$ cat src/verilog/rsseq_pkg.sv
package rsseq_pkg;
    // register map
    localparam logic [7:0] ADDR_PROGRAM_FLAGS = 8'h86;
    localparam logic [7:0] ADDR_INT_STATUS = 8'h90;
    localparam logic [7:0] ADDR_INT_MASK = 8'h91;
    localparam logic [7:0] ADDR_CONFIG = 8'h92;
    // program_flags field positions
    localparam int FLAG_CAUSE_UPPER = 7;
    localparam int FLAG_CAUSE_LOWER = 6;
    localparam int FLAG_LV_HIGH = 5;
    localparam int FLAG_LV_MID = 4;
    // config field positions
    localparam int CFG_PIN_EN = 0;
    localparam int CFG_XTAL = 1;
    localparam int CFG_LVD_MID_RST = 2;
    // reset-cause encodings {upper, lower}
    localparam logic [1:0] CAUSE_WATCHDOG = 2'h0;
    localparam logic [1:0] CAUSE_POWER = 2'h2;
    localparam logic [1:0] CAUSE_PIN = 2'h3;
    // reset values
    localparam logic [7:0] CONFIG_RESET = 8'h01;
    localparam logic [7:0] MASK_RESET = 8'h00;
    // timing: stable-power wait and oscillator warm-up
    localparam int CLK_HZ = 20_000_000;
    localparam int POWER_STABLE_US = 100;
    localparam int RC_WARMUP_US = 32;
    localparam int XTAL_WARMUP_US = 1600;
    localparam int POWER_STABLE_CYC = (POWER_STABLE_US * (CLK_HZ / 1_000_000));
    localparam int RC_WARMUP_CYC = (RC_WARMUP_US * (CLK_HZ / 1_000_000));
    localparam int XTAL_WARMUP_CYC = (XTAL_WARMUP_US * (CLK_HZ / 1_000_000));
    localparam int CNT_W = 16;
    // interrupt status bits
    localparam int EV_RESET_DONE = 0;
    localparam int EV_LV_MID = 1;
    localparam int EV_LV_HIGH = 2;

    typedef enum {
        RSQ_POWER_UP,
        RSQ_PIN_CHECK,
        RSQ_INIT,
        RSQ_WARMUP,
        RSQ_RUN
    } rsseq_state_t;

    // reset source inputs grouped
    typedef struct packed {
        logic power_on;
        logic watchdog_ovf;
        logic brown_out;
        logic pin_n;
    } rsseq_src_t;

    // register port request
    typedef struct packed {
        logic [7:0] addr;
        logic [7:0] wdata;
        logic wr;
        logic rd;
    } rsseq_bus_t;
endpackage

$ cat src/verilog/rsseq_sync_rel.sv
`timescale 1ns/1ps
`default_nettype none
// stretches the merged reset request and releases it in clock step
module rsseq_sync_rel (
    input wire logic i_clk,
    input wire logic i_rst_n,
    input wire logic i_req,
    output logic o_req
);
    typedef struct packed {
        logic stage1;
        logic stage2;
    } rsseq_sr_t;
    rsseq_sr_t s_r, s_nxt;
    // assert at once, release after two clean cycles
    always_comb begin
        s_nxt = s_r;
        s_nxt.stage1 = i_req;
        s_nxt.stage2 = s_r.stage1 | i_req;
    end
    always_ff @(posedge i_clk) begin
        if (!i_rst_n) begin
            s_r <= '{stage1: 1'b1, stage2: 1'b1};
        end else begin
            s_r <= s_nxt;
        end
    end
    assign o_req = s_r.stage2 | i_req;
endmodule
`default_nettype wire

$ cat src/verilog/rsseq_timer.sv
`timescale 1ns/1ps
`default_nettype none
// loadable down counter, done pulses once count reaches zero
module rsseq_timer #(
    parameter int CNT_W = 16
) (
    input wire logic i_clk,
    input wire logic i_rst_n,
    input wire logic i_load,
    input wire logic [CNT_W-1:0] i_count,
    output logic o_done
);
    typedef struct packed {
        logic [CNT_W-1:0] cnt;
        logic busy;
        logic done;
    } rsseq_tm_t;
    rsseq_tm_t t_r, t_nxt;
    initial begin
        if (CNT_W < 2) $error("counter width too small");
    end
    // counting
    always_comb begin
        t_nxt = t_r;
        t_nxt.done = 1'b0;
        if (i_load) begin
            t_nxt.cnt = i_count;
            t_nxt.busy = 1'b1;
        end else if (t_r.busy) begin
            if (t_r.cnt <= CNT_W'(1)) begin
                t_nxt.busy = 1'b0;
                t_nxt.done = 1'b1;
                t_nxt.cnt = '0;
            end else begin
                t_nxt.cnt = t_r.cnt - CNT_W'(1);
            end
        end
    end
    always_ff @(posedge i_clk) begin
        if (!i_rst_n) begin
            t_r <= '0;
        end else begin
            t_r <= t_nxt;
        end
    end
    assign o_done = t_r.done;
endmodule
`default_nettype wire

$ cat src/verilog/rsseq_top.sv
// Functional notes
// - any active source halts execution, clears program counter, holds registers initial (code resets only the arith bits)
// - after sequence completes, fetching begins at program address zero
// - sources: power-on, watchdog, brown-out, pin only when pin reset enabled
// - two cause flags in program_flags bits 7:6, software readable and writable
// - cause code 00 watchdog, 01 reserved, 10 power or low-volt, 11 pin
// - power-on: wait for supply stable before later reset steps
// - pin enabled: stay in reset while pin is not high
// - after pin check initialise all registers, then oscillator warm-up (code clears only the arith bits)
// - wait for oscillator running before allowing execution
// - watchdog overflow enters reset, then init, warm-up, run from zero
// - after watchdog reset resume normal mode, not low power
// - warm-up short for rc oscillator, longer for crystal
// - reset pin is active low
// - lowest detector level always resets on power-on and brown-out
// - any low-voltage reset clears both low-voltage flags
`timescale 1ns/1ps
`default_nettype none
module rsseq_top
    import rsseq_pkg::*;
#(
    parameter int POWER_CYC = POWER_STABLE_CYC,
    parameter int RC_CYC = RC_WARMUP_CYC,
    parameter int XTAL_CYC = XTAL_WARMUP_CYC
) (
    input wire logic I_SYS_CLK,
    input wire logic I_RST_N,
    input wire rsseq_pkg::rsseq_src_t I_SRC,
    input wire logic I_LV_MID,
    input wire logic I_LV_HIGH,
    input wire logic I_OSC_READY,
    input wire rsseq_pkg::rsseq_bus_t I_BUS,
    output logic [7:0] O_RDATA,
    output logic O_SYS_RST,
    output logic O_RUN,
    output logic O_PC_CLEAR,
    output logic O_NORMAL_MODE,
    output logic O_IRQ
);
    import rsseq_pkg::*;

    initial begin
        if (POWER_CYC < 1 || POWER_CYC >= (1 << CNT_W)) $error("bad power wait");
        if (RC_CYC < 1 || RC_CYC >= (1 << CNT_W)) $error("bad rc warm-up");
        if (XTAL_CYC < 1 || XTAL_CYC >= (1 << CNT_W)) $error("bad crystal warm-up");
    end

    typedef struct packed {
        rsseq_state_t state;
        logic [1:0] cause;
        logic lv_mid;
        logic lv_high;
        logic [3:0] arith;
        logic [7:0] cfg;
        logic [7:0] mask;
        logic [7:0] status;
        logic [7:0] rdata;
        logic sys_rst;
        logic run;
        logic irq;
        logic timer_busy;
    } rsseq_st_t;
    rsseq_st_t st_r, st_nxt;

    logic raw_req;
    logic sync_req;
    logic pin_active;
    logic tm_load;
    logic [CNT_W-1:0] tm_count;
    logic tm_done;
    logic lv_event;
    logic [7:0] flags_view;
    logic [7:0] ev_set;

    // pin is active low and only counts when enabled
    assign pin_active = st_r.cfg[CFG_PIN_EN] & ~I_SRC.pin_n;
    // lowest detector level folded into power_on / brown_out always
    assign lv_event = I_SRC.power_on | I_SRC.brown_out;
    // OR of every enabled source
    assign raw_req = lv_event | I_SRC.watchdog_ovf | pin_active;

    rsseq_sync_rel u_sync (
        .i_clk(I_SYS_CLK),
        .i_rst_n(I_RST_N),
        .i_req(raw_req),
        .o_req(sync_req)
    );

    rsseq_timer #(.CNT_W(CNT_W)) u_timer (
        .i_clk(I_SYS_CLK),
        .i_rst_n(I_RST_N),
        .i_load(tm_load),
        .i_count(tm_count),
        .o_done(tm_done)
    );

    // program_flags view
    assign flags_view = {st_r.cause, st_r.lv_high, st_r.lv_mid, 1'b0, st_r.arith[2:0]};

    // sequencer, flags and register port
    always_comb begin
        st_nxt = st_r;
        tm_load = 1'b0;
        tm_count = '0;
        ev_set = '0;
        st_nxt.rdata = 8'h00;
        case (st_r.state)
            RSQ_POWER_UP: begin
                // supply stable wait before anything else
                if (!st_r.timer_busy) begin
                    tm_load = 1'b1;
                    tm_count = CNT_W'(POWER_CYC);
                    st_nxt.timer_busy = 1'b1;
                end else if (tm_done) begin
                    st_nxt.timer_busy = 1'b0;
                    st_nxt.state = RSQ_PIN_CHECK;
                end
            end
            RSQ_PIN_CHECK: begin
                // hold while pin enabled and not high
                if (!pin_active) begin
                    st_nxt.state = RSQ_INIT;
                end
            end
            RSQ_INIT: begin
                // initial register values, then warm-up
                st_nxt.arith = '0;
                st_nxt.state = RSQ_WARMUP;
                tm_load = 1'b1;
                tm_count = st_r.cfg[CFG_XTAL] ? CNT_W'(XTAL_CYC) : CNT_W'(RC_CYC);
                st_nxt.timer_busy = 1'b1;
            end
            RSQ_WARMUP: begin
                // oscillator must be running and warm-up elapsed
                if (tm_done) begin
                    st_nxt.timer_busy = 1'b0;
                end
                if (!st_r.timer_busy && I_OSC_READY) begin
                    st_nxt.state = RSQ_RUN;
                    st_nxt.sys_rst = 1'b0;
                    st_nxt.run = 1'b1;
                    ev_set[EV_RESET_DONE] = 1'b1;
                end
            end
            RSQ_RUN: begin
                st_nxt.run = 1'b1;
            end
            default: begin
                st_nxt.state = RSQ_POWER_UP;
            end
        endcase

        // software writes in run state, reads in any state
        if (st_r.state == RSQ_RUN && I_BUS.wr) begin
            case (I_BUS.addr)
                ADDR_PROGRAM_FLAGS: begin
                    st_nxt.cause = I_BUS.wdata[FLAG_CAUSE_UPPER:FLAG_CAUSE_LOWER];
                    st_nxt.arith = {1'b0, I_BUS.wdata[2:0]};
                end
                ADDR_INT_STATUS: st_nxt.status = st_r.status & ~I_BUS.wdata;
                ADDR_INT_MASK: st_nxt.mask = I_BUS.wdata;
                ADDR_CONFIG: st_nxt.cfg = I_BUS.wdata & 8'h07;
                default: st_nxt.status = st_nxt.status;
            endcase
        end
        if (I_BUS.rd) begin
            case (I_BUS.addr)
                ADDR_PROGRAM_FLAGS: st_nxt.rdata = flags_view;
                ADDR_INT_STATUS: st_nxt.rdata = st_r.status;
                ADDR_INT_MASK: st_nxt.rdata = st_r.mask;
                ADDR_CONFIG: st_nxt.rdata = st_r.cfg;
                default: st_nxt.rdata = 8'h00;
            endcase
        end

        // low-voltage flags live only outside reset
        if (st_r.state == RSQ_RUN) begin
            if (I_LV_MID && !st_r.lv_mid) ev_set[EV_LV_MID] = 1'b1;
            if (I_LV_HIGH && !st_r.lv_high) ev_set[EV_LV_HIGH] = 1'b1;
            st_nxt.lv_mid = I_LV_MID;
            st_nxt.lv_high = I_LV_HIGH;
        end
        // set wins over write-one clear
        st_nxt.status = st_nxt.status | ev_set;
        st_nxt.irq = |(st_nxt.status & st_nxt.mask);

        // any request restarts the sequence and records its cause
        if (sync_req) begin
            st_nxt.sys_rst = 1'b1;
            st_nxt.run = 1'b0;
            st_nxt.arith = '0;
            st_nxt.timer_busy = 1'b0;
            st_nxt.state = RSQ_POWER_UP;
            if (lv_event) begin
                st_nxt.cause = CAUSE_POWER;
                st_nxt.lv_mid = 1'b0;
                st_nxt.lv_high = 1'b0;
            end else if (pin_active) begin
                st_nxt.cause = CAUSE_PIN;
                st_nxt.state = RSQ_PIN_CHECK;
            end else if (I_SRC.watchdog_ovf) begin
                st_nxt.cause = CAUSE_WATCHDOG;
                st_nxt.state = RSQ_INIT;
            end else if (st_r.state == RSQ_RUN) begin
                st_nxt.state = RSQ_INIT;
            end else begin
                st_nxt.state = st_r.state == RSQ_POWER_UP ? RSQ_POWER_UP : RSQ_INIT;
            end
        end
    end

    // state register
    always_ff @(posedge I_SYS_CLK) begin
        if (!I_RST_N) begin
            st_r <= '0;
            st_r.state <= RSQ_POWER_UP;
            st_r.cause <= CAUSE_POWER;
            st_r.cfg <= CONFIG_RESET;
            st_r.mask <= MASK_RESET;
            st_r.sys_rst <= 1'b1;
        end else begin
            st_r <= st_nxt;
        end
    end

    assign O_RDATA = st_r.rdata;
    assign O_SYS_RST = st_r.sys_rst;
    assign O_RUN = st_r.run;
    assign O_PC_CLEAR = st_r.sys_rst;
    assign O_NORMAL_MODE = st_r.run;
    assign O_IRQ = st_r.irq;
endmodule
`default_nettype wire

$ cat config.mk
export PLATFORM = sky130hd
export DESIGN_NAME = rsseq_top
export DESIGN_NICKNAME = d
export VERILOG_FILES = /design/src/verilog/rsseq_pkg.sv /design/src/verilog/rsseq_sync_rel.sv /design/src/verilog/rsseq_timer.sv /design/src/verilog/rsseq_top.sv
export SDC_FILE = /design/constraint.sdc
export NUM_CORES = 1
export LEC_CHECK = 0
export ABC_AREA = 1
export BUFFER_PORTS_ARGS = -buffer_cell sky130_fd_sc_hd__buf_2
export CORE_ASPECT_RATIO = 0.5
export CORE_UTILIZATION = 50
export DETAILED_ROUTE_END_ITERATION = 10
export PLACE_DENSITY = 0.68
export SLEW_MARGIN = 15
export SYNTH_ARGS = -nofsm -noshare
export SYNTH_HDL_FRONTEND = slang
export SYNTH_SLANG_ARGS = --single-unit
$ cat constraint.sdc
create_clock -name I_SYS_CLK -period 1.7 [get_ports I_SYS_CLK]
set_clock_uncertainty 0.15 [all_clocks]
set_input_delay 0.17 -clock I_SYS_CLK [delete_from_list [all_inputs] [get_ports I_SYS_CLK]]
set_output_delay 0.17 -clock I_SYS_CLK [all_outputs]
set_load 0.005 [all_outputs]
==> results.md <==
* Max-slew violations at 0
* Remaining Overflow, GRT at 0
* Final nets at 568
* Failing checks: setup timing
* GPL Wtd Cong at 0.9031
* Syn nets at 488
* Setup CP Type: reg -> reg
* Yosys reg bits at 61
* P&R area growth vs syn at 34.47%
* Maxcap violations at 0
* Slew of the pin with the lowest slew margin at ~320 ps
* Die Span X at 113.5 um
* Peak VDD IR at 714.4 uV
* H-Tree Level Count at 3
* Final setup violating endpoints at 2
* N_diodes at 0
* Worst EP arrival at roughly 1800 ps
* Largest net degree at the start of global routing at 19
* Final std cells w/o fill at about 630
* Vias in the first global route at between 2000 and 3000
* Slew margin rel. at around four fifths
* Layout cell share with drive strength beyond 1 at 30.70%
* Dpl ws at -80.75 ps
* Data required, critical path at 1820 ps
* Number of core rows at 19
* Total core area at 0.005729 mm^2
* Reg clk slew, reported paths at around 50 ps
* Iter 0 DRT Violations at 156
* Worst reg2reg startpoint: st_r[44]$_SDFFE_PN0P_
* Fin crit share at 100.4%
* Initial antenna violation count at 0
* Dpl cells at roughly 600
* Die height at 57.77 um
* Detail Route Antenna Nets at 0
* Psw at 821.4 uW
* HPWL after detailed placement at 5.435 mm
* Int Pwr at approximately 2700 uW
* Post-DR wirelength/cell at between 10 and 15 um
* Min cycle time layout at ~1700 ps
* Clock Path Buffers at 2
* Detailed-route DRC error count at 0
* Status: finished, violations left
* Comb pwr share at around 8.4%
* Worst setup margin at -6.121 ps
* Post-synthesis average cell area at between 6 and 7 um^2
* Gate Count Post-Synth at roughly 460
* Num CTS Buffers at 9
* Avg Vias per Cell at about 5
* GR Util All Layers at 25.03%
* Setup crit end kind: flip-flop
* Distinct cells, synth at 36
* P_leak at around 0.0019 uW
* Sw Ratio at between 20% and 30%
* # fillers at roughly 490
* Pwr/cell area at roughly 850 mW/mm^2
* Starting density of the core at a little over half
* IO Count at 40
* Die area at between 0.006 and 0.007 mm^2
* Sink Count at around 60
* Startpoint Class: flip-flop
* CTS tree: built
* Drt pass-1 iters at 5
* CP max FO at 6
* Share of power burned in registers at 41.1%
* Most common cell after layout, fill and taps aside: nand2_1
* Final hold violation count at 0
* Clk network pwr share at approximately half
* HP Start: I_BUS[5]
* Final Routed Wirelength at about 8 mm
* CTS root buf: clkbuf_16
* Finished Core Util at 73.01%
* HP Class: in -> reg
* Vias at 3122
* Post-Syn Area at between 0.003 and 0.004 mm^2
* Commonest cells after routing, fill and taps aside: 109 x nand2_1, 55 x dfxtp_1, 49 x inv_1, 42 x nor2_1, 39 x buf_2
* Port Buffers at 39
* Global-route wire length before repair at 12.50 mm
* Clk_lat worst skew at 330 ps
* RSZ-0062 raised after global routing: yes
* Register area share after synthesis at 39.26%
* Yosys warning count at 0
* Worst setup startpoint: st_r[44]$_SDFFE_PN0P_
* F_max at slightly below 600 MHz
## power groups by stage
stage | clock [uW] | sequential (uW) | combinational [uW]
6_report | 1800 | 1470 | 301
3_5_place_dp | 0 | 1490 | 250
5_1_grt | 1890 | 1470 | 331
3_3_place_gp | 0 | 1490 | 249
2_1_floorplan | 0 | 1500 | 138
4_1_cts | 1830 | 1470 | 267
## flip-flops by register name (all words and copies together) (netlist names)
signal / count
st_r: 23
O_NORMAL_MODE: 1
u_timer.o_done: 1
O_PC_CLEAR: 1
O_IRQ: 1
u_timer.t_r: 17
flags_view: 7
O_RDATA: 8
u_sync.s_r: 2
## layout make-up
class,instances,area (um^2),area share (%)
multi-input combinational,320,1708,40.83
timing repair buffer,88,620.6,14.84
sequential,61,1231,29.43
clock inverter,4,47.55,1.137
tap,84,105.1,2.513
clock buffer,12,246.5,5.893
inverter,59,224.0,5.354
## per-stage QoR
stage	power, uW	setup TNS (ps)	hold WS (ps)	cell area, um^2
finish	3570	-6.259	15.68	4183
global route	3691	-629.5	18.58	4183
CTS	3558	-25.73	0.4628	3934
detailed placement	1744	-405.8	247.8	3548
global placement	1744	-170.7	254.2	3548
floorplan	1633	0	122.0	3110
## routing by layer
metal	part of all wire, %	wire [um]	GRT usage [%]	vias up
met5	0	0	0	-
met4	1.8	144	9.586	0
met3	5.5	432	7.427	16
met2	49	3856	43.29	78
met1	44	3487	29.92	1413
li1	-	-	-	1615
## synth_stat cells
library cell | instances | share of area (%)
xor2_1 | 5 | 1.4
nor4_1 | 1 | 0.20
a31oi_1 | 7 | 1.4
o22ai_1 | 1 | 0.20
o211ai_1 | 1 | 0.24
dfxtp_1 | 61 | 39
inv_2 | 5 | 0.60
nand4_1 | 1 | 0.20
nor2_1 | 53 | 6.4
a21oi_1 | 40 | 6.4
and2_1 | 1 | 0.20
xnor2_1 | 1 | 0.28
nand3_2 | 1 | 0.32
nor3_1 | 7 | 1.1
o21ai_0 | 19 | 3.1
inv_1 | 54 | 6.5
or2_1 | 1 | 0.20
buf_6 | 2 | 0.72
nor2_2 | 3 | 0.60
clkbuf_1 | 4 | 0.48
nand2_2 | 4 | 0.80
nand3b_1 | 1 | 0.24
nor2_8 | 1 | 0.64
buf_4 | 13 | 3.1
o21bai_1 | 1 | 0.24
nand2_1 | 120 | 14
ha_1 | 2 | 0.80
nor2_4 | 6 | 2.2
a211oi_1 | 2 | 0.48
o21ai_1 | 5 | 0.80
o31ai_1 | 1 | 0.24
a22oi_1 | 1 | 0.24
nor3b_1 | 1 | 0.24
nand2_4 | 1 | 0.36
nand3_1 | 30 | 4.8
or2_2 | 2 | 0.40
## worst max-delay path, stage by stage, from the launching register on
cell and delay (ps):
dfxtp_4 360, nor2_4 120, nand2_4 90, nor2_8 180, buf_6 150, inv_4 40, nor2_4 160, buf_4 140
buf_4 100, a21oi_1 40, nor2_1 100
## worst paths after layout
path	end	slack [ps]	depth (start not counted)
worst max-delay path	flags_view[0]$_SDFF_PP0_	-6	10
worst min-delay path	st_r[23]$_SDFF_PN0_	20	3
worst max register to register	flags_view[0]$_SDFF_PP0_	-6	10
worst min register to register	u_sync.s_r[0]$_SDFF_PN1_	260	1
## cells by family (layout without fill, tap and decap cells)
| kind of cell | count (synthesis) | in the layout | share of synthesized area (%) |
|---|---|---|---|
| XOR/XNOR | 6 | 6 | 1.689 |
| flip-flops | 61 | 61 | 39.26 |
| adder cells (fa/ha/maj) | 2 | 2 | 0.8044 |
| AO/OA/AOI/OAI | 78 | 78 | 13.35 |
| buffers and inverters | 78 | 163 | 11.46 |
| AND/OR/NAND/NOR | 234 | 234 | 33.43 |
## repair_timing
action / in CTS / in global routing
gates cloned: 0 / 0
gates resized for setup: 6 / 61
endpoints found under the setup margin: 19 / 26
hold buffers: 7 / 0
buffers inserted: 1 / 8
endpoints found under the hold margin: 7 / 0
pin swaps: 1 / 18
(Power assumes the default switching activity.)
